$ cat src/hdl/pae_pkg.sv
// package for the autoneg expansion / special control / interrupt register bank
// assumes a 5-bit management register address and 16-bit data
package pae_pkg;
  localparam logic [4:0]  PAE_ADDR_LP_ABILITY   = 5'h05;
  localparam logic [4:0]  PAE_ADDR_AN_EXPANSION = 5'h06;
  localparam logic [4:0]  PAE_ADDR_SPECIAL_CTRL = 5'h10;
  localparam logic [4:0]  PAE_ADDR_IRQ_CTRL     = 5'h11;
  localparam logic [15:0] PAE_EXPANSION_RESET   = 16'h0000;
  localparam logic [15:0] PAE_SPECIAL_RESET     = 16'h0000;
  localparam logic [15:0] PAE_IRQ_RESET         = 16'h0E00;
  // writable bits of the special control register
  localparam logic [15:0] PAE_SPECIAL_WMASK     = 16'h8FA7;
  // writable bits of the interrupt control register
  localparam logic [15:0] PAE_IRQ_WMASK         = 16'h8F80;
  localparam int PAE_EXP_MLF   = 4;
  localparam int PAE_EXP_LPNP  = 3;
  localparam int PAE_EXP_NP    = 2;
  localparam int PAE_EXP_PAGE  = 1;
  localparam int PAE_EXP_LPAN  = 0;
  localparam int PAE_SC_DEBUG  = 15;
  localparam int PAE_SC_XOVER  = 11;
  localparam int PAE_SC_HBEAT  = 10;
  localparam int PAE_SC_JABBER = 9;
  localparam int PAE_SC_FEF    = 8;
  localparam int PAE_SC_APSDIS = 7;
  localparam int PAE_SC_DSPBYP = 5;
  localparam int PAE_SC_RPT    = 2;
  localparam int PAE_SC_APS    = 1;
  localparam int PAE_SC_AOFF   = 0;
  localparam int PAE_IR_PIN    = 15;
  localparam int PAE_IR_ALL    = 11;
  localparam int PAE_IR_SPDM   = 10;
  localparam int PAE_IR_DUPM   = 9;
  localparam int PAE_IR_LNKM   = 8;
  localparam int PAE_IR_ARBEN  = 7;
  localparam int PAE_IR_ARBF   = 6;
  localparam int PAE_IR_SPDF   = 2;
  localparam int PAE_IR_DUPF   = 1;
  localparam int PAE_IR_LNKF   = 0;
endpackage : pae_pkg

$ cat src/hdl/pae_regs.sv
// management register bank: autoneg expansion, special control, interrupt control/status
// assumes a management frame engine issuing single-cycle read/write strobes on sys_clk,
// and status inputs from autoneg/PCS logic synchronous to sys_clk
//
// Overview of operation
// - expansion bits 15:5 read zero and ignore writes.
// - expansion bit 4 shows multiple link fault, reset zero.
// - expansion bit 3 shows partner next page capability.
// - expansion bit 2 shows local next page capability, reset zero.
// - expansion bit 1 sets on page received, clears on address 5 read.
// - expansion bit 0 shows partner autoneg capability.
// - control bit 15 selects debug mode, driving only the debug_mode output.
// - control bit 11 disables automatic crossover swapping, reset zero.
// - control bits 10 and 9 enable heartbeat and jabber for 10 Mb/s.
// - control bit 8 enables far-end fault for 100 Mb/s, reset zero.
// - control bit 7 blocks analog power saving during autonegotiation.
// - control bit 5 bypasses the signal processor reset in PCS.
// - control bit 2 selects repeater mode, reset zero.
// - control bit 1 enables automatic power saving, reset zero.
// - control bit 0 powers down analog transceiver, reset zero.
// - interrupt bit 15 enables the interrupt pin, else pin floats.
// - interrupt bit 11 masks all events, reset one.
// - interrupt bits 10, 9, 8 mask speed, duplex, link; 10 and 9 reset one, 8 resets zero.
// - interrupt bit 7 enables arbiter change interrupts, reset zero.
// - interrupt bit 6 flags arbiter change, clears on read.
// - interrupt bits 2, 1, 0 flag speed, duplex, link changes; read clears.
// - address 5 reads zero here; reading it clears page received.
`timescale 1ns/100ps
module pae_regs
  import pae_pkg::*;
(
  input  wire logic        sys_clk,
  input  wire logic        rst_n,
  input  wire logic        clk_en,
  input  wire logic        mgmt_rd,
  input  wire logic        mgmt_wr,
  input  wire logic [4:0]  mgmt_addr,
  input  wire logic [15:0] mgmt_wdata,
  output logic      [15:0] mgmt_rdata,
  output logic             mgmt_rvalid,
  input  wire logic        multi_link_fault,
  input  wire logic        partner_next_page_capable,
  input  wire logic        local_next_page_capable,
  input  wire logic        partner_autoneg_capable,
  input  wire logic        page_received,
  input  wire logic        speed_status,
  input  wire logic        duplex_status,
  input  wire logic        link_status,
  input  wire logic [3:0]  arbiter_state,
  output logic             debug_mode,
  output logic             auto_crossover_disable,
  output logic             heartbeat_enable,
  output logic             jabber_enable,
  output logic             far_end_fault_enable,
  output logic             an_power_save_disable,
  output logic             dsp_reset_bypass,
  output logic             repeater_mode,
  output logic             auto_power_save_enable,
  output logic             analog_power_down,
  output logic             irq_out,
  output logic             irq_out_oe_n
);

  logic [15:0] special_q;
  logic [15:0] irq_ctrl_q;
  logic [3:0]  irq_flags_q;
  logic        page_rx_q;
  logic        fault_seen_q;
  logic        partner_np_q;
  logic        local_np_q;
  logic        partner_an_q;
  logic [6:0]  mon_now;
  logic [6:0]  mon_prev_q;
  logic [6:0]  mon_diff;
  logic        prev_valid_q;
  logic        wr_special;
  logic        wr_irq;
  logic [15:0] exp_value;
  logic [15:0] irq_value;
  logic [3:0]  evt;
  logic        rd_irq;
  logic        rd_lp;
  logic        irq_d;

  assign rd_irq = mgmt_rd && (mgmt_addr == PAE_ADDR_IRQ_CTRL);
  assign rd_lp  = mgmt_rd && (mgmt_addr == PAE_ADDR_LP_ABILITY);
  assign wr_special = mgmt_wr && (mgmt_addr == PAE_ADDR_SPECIAL_CTRL);
  assign wr_irq     = mgmt_wr && (mgmt_addr == PAE_ADDR_IRQ_CTRL);

  // status sampled for readback, one flop per source
  always_ff @(posedge sys_clk) begin
    if (!rst_n) begin
      fault_seen_q <= 1'b0;
    end else if (clk_en) begin
      fault_seen_q <= multi_link_fault;
    end
  end

  always_ff @(posedge sys_clk) begin
    if (!rst_n) begin
      partner_np_q <= 1'b0;
    end else if (clk_en) begin
      partner_np_q <= partner_next_page_capable;
    end
  end

  always_ff @(posedge sys_clk) begin
    if (!rst_n) begin
      local_np_q <= 1'b0;
    end else if (clk_en) begin
      local_np_q <= local_next_page_capable;
    end
  end

  always_ff @(posedge sys_clk) begin
    if (!rst_n) begin
      partner_an_q <= 1'b0;
    end else if (clk_en) begin
      partner_an_q <= partner_autoneg_capable;
    end
  end

  // page received: set wins over the clearing read
  always_ff @(posedge sys_clk) begin
    if (!rst_n) begin
      page_rx_q <= 1'b0;
    end else if (clk_en) begin
      if (page_received) begin
        page_rx_q <= 1'b1;
      end else if (rd_lp) begin
        page_rx_q <= 1'b0;
      end
    end
  end

  always_comb begin
    exp_value               = PAE_EXPANSION_RESET;
    exp_value[PAE_EXP_MLF]  = fault_seen_q;
    exp_value[PAE_EXP_LPNP] = partner_np_q;
    exp_value[PAE_EXP_NP]   = local_np_q;
    exp_value[PAE_EXP_PAGE] = page_rx_q;
    exp_value[PAE_EXP_LPAN] = partner_an_q;
  end

  // special control register, reserved bits stay zero
  always_ff @(posedge sys_clk) begin
    if (!rst_n) begin
      special_q <= PAE_SPECIAL_RESET;
    end else if (clk_en && wr_special) begin
      special_q <= mgmt_wdata & PAE_SPECIAL_WMASK;
    end
  end

  // interrupt control bits
  always_ff @(posedge sys_clk) begin
    if (!rst_n) begin
      irq_ctrl_q <= PAE_IRQ_RESET;
    end else if (clk_en && wr_irq) begin
      irq_ctrl_q <= mgmt_wdata & PAE_IRQ_WMASK;
    end
  end

  // previous monitored values for change detection
  assign mon_now = {arbiter_state, speed_status, duplex_status, link_status};

  for (genvar i = 0; i < 7; i++) begin : g_mon
    always_ff @(posedge sys_clk) begin
      if (!rst_n) begin
        mon_prev_q[i] <= 1'b0;
      end else if (clk_en) begin
        mon_prev_q[i] <= mon_now[i];
      end
    end
    assign mon_diff[i] = mon_now[i] ^ mon_prev_q[i];
  end

  // first sample after reset has no valid history
  always_ff @(posedge sys_clk) begin
    if (!rst_n) begin
      prev_valid_q <= 1'b0;
    end else if (clk_en) begin
      prev_valid_q <= 1'b1;
    end
  end

  // events only on a real change after the first sample
  assign evt[3] = prev_valid_q && (|mon_diff[6:3]);
  assign evt[2] = prev_valid_q && mon_diff[2];
  assign evt[1] = prev_valid_q && mon_diff[1];
  assign evt[0] = prev_valid_q && mon_diff[0];

  // sticky flags, cleared by a read, set wins
  for (genvar f = 0; f < 4; f++) begin : g_flag
    always_ff @(posedge sys_clk) begin
      if (!rst_n) begin
        irq_flags_q[f] <= 1'b0;
      end else if (clk_en) begin
        irq_flags_q[f] <= (irq_flags_q[f] && !rd_irq) || evt[f];
      end
    end
  end

  always_comb begin
    irq_value               = irq_ctrl_q;
    irq_value[PAE_IR_ARBF]  = irq_flags_q[3];
    irq_value[PAE_IR_SPDF]  = irq_flags_q[2];
    irq_value[PAE_IR_DUPF]  = irq_flags_q[1];
    irq_value[PAE_IR_LNKF]  = irq_flags_q[0];
  end

  // read data returned one cycle after the strobe
  always_ff @(posedge sys_clk) begin
    if (!rst_n) begin
      mgmt_rvalid <= 1'b0;
    end else if (clk_en) begin
      mgmt_rvalid <= mgmt_rd;
    end
  end

  // read data holds until the next read
  always_ff @(posedge sys_clk) begin
    if (!rst_n) begin
      mgmt_rdata <= 16'h0000;
    end else if (clk_en && mgmt_rd) begin
      if (mgmt_addr == PAE_ADDR_AN_EXPANSION) begin
        mgmt_rdata <= exp_value;
      end else if (mgmt_addr == PAE_ADDR_SPECIAL_CTRL) begin
        mgmt_rdata <= special_q;
      end else if (mgmt_addr == PAE_ADDR_IRQ_CTRL) begin
        mgmt_rdata <= irq_value;
      end else begin
        mgmt_rdata <= 16'h0000;
      end
    end
  end

  // control outputs registered from the special register
  always_ff @(posedge sys_clk) begin
    if (!rst_n) begin
      debug_mode <= 1'b0;
    end else if (clk_en) begin
      debug_mode <= special_q[PAE_SC_DEBUG];
    end
  end

  always_ff @(posedge sys_clk) begin
    if (!rst_n) begin
      auto_crossover_disable <= 1'b0;
    end else if (clk_en) begin
      auto_crossover_disable <= special_q[PAE_SC_XOVER];
    end
  end

  always_ff @(posedge sys_clk) begin
    if (!rst_n) begin
      heartbeat_enable <= 1'b0;
    end else if (clk_en) begin
      heartbeat_enable <= special_q[PAE_SC_HBEAT];
    end
  end

  always_ff @(posedge sys_clk) begin
    if (!rst_n) begin
      jabber_enable <= 1'b0;
    end else if (clk_en) begin
      jabber_enable <= special_q[PAE_SC_JABBER];
    end
  end

  always_ff @(posedge sys_clk) begin
    if (!rst_n) begin
      far_end_fault_enable <= 1'b0;
    end else if (clk_en) begin
      far_end_fault_enable <= special_q[PAE_SC_FEF];
    end
  end

  always_ff @(posedge sys_clk) begin
    if (!rst_n) begin
      an_power_save_disable <= 1'b0;
    end else if (clk_en) begin
      an_power_save_disable <= special_q[PAE_SC_APSDIS];
    end
  end

  always_ff @(posedge sys_clk) begin
    if (!rst_n) begin
      dsp_reset_bypass <= 1'b0;
    end else if (clk_en) begin
      dsp_reset_bypass <= special_q[PAE_SC_DSPBYP];
    end
  end

  always_ff @(posedge sys_clk) begin
    if (!rst_n) begin
      repeater_mode <= 1'b0;
    end else if (clk_en) begin
      repeater_mode <= special_q[PAE_SC_RPT];
    end
  end

  always_ff @(posedge sys_clk) begin
    if (!rst_n) begin
      auto_power_save_enable <= 1'b0;
    end else if (clk_en) begin
      auto_power_save_enable <= special_q[PAE_SC_APS];
    end
  end

  always_ff @(posedge sys_clk) begin
    if (!rst_n) begin
      analog_power_down <= 1'b0;
    end else if (clk_en) begin
      analog_power_down <= special_q[PAE_SC_AOFF];
    end
  end

  always_comb begin
    irq_d = (irq_flags_q[2] && !irq_ctrl_q[PAE_IR_SPDM])
         || (irq_flags_q[1] && !irq_ctrl_q[PAE_IR_DUPM])
         || (irq_flags_q[0] && !irq_ctrl_q[PAE_IR_LNKM])
         || (irq_flags_q[3] && irq_ctrl_q[PAE_IR_ARBEN]);
    irq_d = irq_d && !irq_ctrl_q[PAE_IR_ALL]
         && irq_ctrl_q[PAE_IR_PIN];
  end

  // interrupt pin: active high, floats while pin disabled
  always_ff @(posedge sys_clk) begin
    if (!rst_n) begin
      irq_out <= 1'b0;
    end else if (clk_en) begin
      irq_out <= irq_d;
    end
  end

  // pin enable follows bit 15, so a disabled pin never drives
  always_ff @(posedge sys_clk) begin
    if (!rst_n) begin
      irq_out_oe_n <= 1'b1;
    end else if (clk_en) begin
      irq_out_oe_n <= !irq_ctrl_q[PAE_IR_PIN];
    end
  end

endmodule : pae_regs

$ cat config.mk
export PLATFORM = sky130hd
export DESIGN_NAME = pae_regs
export DESIGN_NICKNAME = d
export VERILOG_FILES = /design/src/hdl/pae_pkg.sv /design/src/hdl/pae_regs.sv
export SDC_FILE = /design/constraint.sdc
export NUM_CORES = 1
export LEC_CHECK = 0
export BUFFER_PORTS_ARGS = -buffer_cell sky130_fd_sc_hd__buf_2
export CAP_MARGIN = 15
export CORE_ASPECT_RATIO = 0.5
export CORE_MARGIN = 2
export CORE_UTILIZATION = 35
export DETAILED_ROUTE_END_ITERATION = 10
export PLACE_DENSITY = 0.55
export SLEW_MARGIN = 40
export SYNTH_ARGS = -nofsm -noshare
export SYNTH_HDL_FRONTEND = slang
export SYNTH_SLANG_ARGS = --single-unit
$ cat constraint.sdc
create_clock -name sys_clk -period 1.6 [get_ports sys_clk]
set_input_delay 0.32 -clock sys_clk [delete_from_list [all_inputs] [get_ports sys_clk]]
set_output_delay 0.32 -clock sys_clk [all_outputs]
set_load 0.01 [all_outputs]
* Yosys cells after proc, flatten, opt, wreduce, memory -nomap -nowiden *
Cells that the tools add are included.

word-level totals
  output and inout port bits = 29
  logic and storage cells = 86
  register bits after elaboration = 62
  input port bits = 38

operators by class
  bitwise gates (word level) = 7
  equality and inequality tests = 4
  reduce and logical (&&, ||, !) cells = 37
  multiplexer cells = 5

operator list
  cell                                                  number
  two-way mux 16 bit                                    3
  logical AND 1 bit                                     21
  equality test 5 x 3 -> 1 bit (second input constant)  2
  equality test 5 bit (second input constant)           2
  logical OR 1 bit                                      7
  bitwise XOR 1 bit                                     7
  logical NOT 1 bit                                     6
  OR reduction 4 bit                                    1
  two-way mux 1 bit                                     2
  AND reduction 2 bit                                   1
  nonzero test 2 bit                                    1

* Logic depth before layout (Yosys ltp) *
  word-level depth = 7
  depth in mapped cells = 5
  gate-level depth less buffers = 4

* Least setup slack after synthesis *
Ideal clock, no wire load.

  path kind = in2reg
  from = input mgmt_addr[3]
  to = register special_q[0]
  arrival time = 1.340 ns
  data required time = 1.477 ns
  cell stages on the path = 4
  slack = 0.137 ns
  cells stage by stage = or4b_4 > nor3_4 > clkbuf_2 > o21ai_0

between the ends
  longest elaborated chain between the ends = 3

RTL lines
  what                  line             RTL
  start, declared       pae_regs.sv:37   input wire logic [4:0] mgmt_addr,
  equality test 5 bit   pae_regs.sv:87   assign wr_special = mgmt_wr && (mgmt_addr == PAE_ADDR_SPECIAL_CTRL);
  logical AND 1 bit     pae_regs.sv:87
  logical AND 1 bit     pae_regs.sv:149  end else if (clk_en && wr_special) begin
  end signal, assigned  pae_regs.sv:150  special_q <= mgmt_wdata & PAE_SPECIAL_WMASK;
  end, declared         pae_regs.sv:64   logic [15:0] special_q;

No other way between the ends.
A chain may end at the register's enable or synchronous reset.

* Final worst setup path *
  from = input mgmt_addr[3]
  to = register irq_ctrl_q[11]

between the ends
  longest elaborated chain between the ends = 3

RTL lines
  what                  line             RTL
  equality test 5 bit   pae_regs.sv:88   assign wr_irq = mgmt_wr && (mgmt_addr == PAE_ADDR_IRQ_CTRL);
  logical AND 1 bit     pae_regs.sv:88
  logical AND 1 bit     pae_regs.sv:158  end else if (clk_en && wr_irq) begin
  end signal, assigned  pae_regs.sv:159  irq_ctrl_q <= mgmt_wdata & PAE_IRQ_WMASK;
  end, declared         pae_regs.sv:65   logic [15:0] irq_ctrl_q;

No other way between the ends.

==> reports/results.txt <==
Post-synth EDFFs: 0
CTS Root Cell: clkbuf_16
final WL: 5370 um
warnings from Yosys: 0
final worst setup slack: 0.257 ns
CP Capture Type: flop
Power Density: 1210 nW/um^2
die width: 122 um
critical-path cell list: buf_2 -> buf_4 -> nor4b_2 -> nand4_2 -> mux2i_1 -> nand2_1
I/O pin total: 67
CP max FO: 9
Die Ht: 63.0 um
ys async rst share: 0%
gr ovfl total: 0
Tcrit/Tclk final: 84.0%
DRC viols: 0
Worst Hold Class: in2reg
area of the multi-input gates: 1160 sq um
share of the synthesized area in the top cell type: 48.5%
Hold Buf Count CTS: 0
WP data arrival: 1.55 ns
Final nets: 360
syn avg cell area: 9.47 sq um
hold slack: 0.210 ns
IO Port Bufs: 57
vias in the first global route: 1898
gr usage total: 15.3%
Slew Viols, Final: 0
Peak Freq: 744 MHz
commonest non-fill, non-tap cell in the layout: dfxtp_1
worst endpoint required time: 1.81 ns
critical path class: in2reg
worst skew pair latency: 0.33 ns
largest net degree at the start of global routing: 29
First-pass DRT Iterations: 4
Synth cell types: 37
Final min period: 1.34 ns
P&R area growth vs syn: 31.0%
global-route wire length before repair: 8960 um
prevailing post-synth register cell: dfxtp_1
dominant cells by area after synthesis: dfxtp_1 (49%), mux2i_1 (14%), nor2b_1 (6.4%), nand2_1 (5.2%), o21ai_0 (5.1%)
Post-DP Area: 2860 sq um
# diodes: 0
RSZ-0062 raised after global routing: no
Syn Inst Count: 257
Clock Skew: 0.00282 ns
hold path start: mgmt_wdata[2]
WL per Instance: 12.8 um
Setup crit start kind: primary input
setup TNS: 0 ns
pre-CTS setup slack: -0.0827 ns
share of cells above drive strength 1: 27.8%
initial antenna violation count: 0
#FFs+latches synth: 59
most frequent cells in the layout: dfxtp_1 (59), buf_2 (57), nand2_1 (34)
number of CTS-inserted buffers: 9
# fillers: 662
core area: 6700 sq um
final hold vios: 0
Final Instance Area: 3190 sq um
worst r2r src: irq_flags_q[2]$_SDFFE_PN0P_
synthesized area: 2430 sq um
area leader, netlist: dfxtp_1
Reg clk slew, reported paths: 0.05 ns
# clock sinks: 59
sequential-to-total area share from yosys stat: 48.5%
Setup Buffers After CTS: 0
P_leak: 0.00140 uW
CP startpoint: mgmt_addr[3]
Initial Utilization: 36.3%
outcome: complete, no violations
Max IR drop VDD: 0.636 mV
slowest cell delay on critical path: 0.35 ns
final core utilization: 47.6%
Die ar.: 7680 sq um
HPWL after DPL: 4000 um
deepest clock path buffer count: 2
DR vias: 1957
final setup fails: 0
vias per inst: 4.67
Iter 0 DRT Violations: 79
Max Cap Viol: 0
PostCTS Resize Cnt: 0
maximum level of the CTS H-tree: 3
placer congestion estimate: 0.766
num rows: 21
CTS tree: done
post-route ant nets: 0
Crit-path slowest cell: nor4b_2
Sequential Area: 1180 sq um
==> cell type report <==
class | count | area share [%]
Timing Repair Buffer | 71 | 12.6
Clock buffer | 10 | 7.49
Multi-Input combinational cell | 180 | 36.3
Inverter | 1 | 0.118
Clock inverter | 6 | 2.79
Tap cell | 92 | 3.61
Sequential cell | 59 | 37.0
==> path summary, 6_finish.rpt <==
| check | slack, ns | end | cells after the start |
|---|---|---|---|
| worst max-delay path | 0.26 | irq_ctrl_q[11]$_SDFFE_PN1P_ | 6 |
| worst max register to register | 0.28 | irq_out$_SDFFE_PN0P_ | 4 |
| worst min-delay path | 0.21 | special_q[2]$_SDFFE_PN0P_ | 3 |
| worst min register to register | 0.45 | mgmt_rdata[9]$_SDFFE_PN0P_ | 2 |
==> synthesized netlist by cell type (3+ instances only) <==
cell type	count
o21ai_0	25
mux2i_1	33
xor2_1	4
xnor2_1	3
clkbuf_1	7
nand3_1	18
and2_1	3
a21oi_1	3
nand2_1	34
buf_4	3
o22ai_1	4
a21boi_0	5
buf_2	6
dfxtp_1	59
nor2b_1	25
nor2_1	4
==> state kept, by name, indices dropped and copies added, names as in the netlist, 4 cells and up <==
name,cells
special_q,10
irq_ctrl_q,6
irq_flags_q,4
mon_prev_q,7
mgmt_rdata,13
==> cell families (layout without fill, tap and decap cells) <==
group,after synthesis,after routing,synth area share (%)
flops,59,59,48.5
xor+xnor,7,7,2.52
buf+inv,20,88,4.21
compound gates,42,42,9.87
mux,33,33,13.6
other cells,1,3,0.154
simple gates,95,95,21.2
==> metrics by stage <==
| stage | instances | power (uW) |
|---|---|---|
| after floorplan | 259 | 1710 |
| final | 419 | 3850 |
| after detailed placement | 403 | 1810 |
| after CTS | 419 | 3890 |
| after global routing | 419 | 3990 |
| after global placement | 403 | 1800 |
==> metal layers <==
layer	GRT usage [%]	vias up	routed length (um)
li1	-	1010	-
met1	19.1	903	2640
met2	23.5	35	2400
met3	5.20	9	251
met4	7.76	0	90
met5	0	-	0
==> where the power goes <==
| group | total [uW] | internal (uW) | switching, uW | leakage [uW] |
|---|---|---|---|---|
| Clock | 2080 | 1400 | 673 | 0.000155 |
| Combinational | 245 | 119 | 126 | 0.000766 |
| Sequential | 1530 | 1510 | 21.7 | 0.000479 |
==> critical path: cells and delay by family <==
| family | cells | cell delay [ns] |
|---|---|---|
| buffers and inverters | 2 | 0.23 |
| and+or+nand+nor | 3 | 0.75 |
| muxes | 1 | 0.25 |
Power figures use the tool's default switching activity.
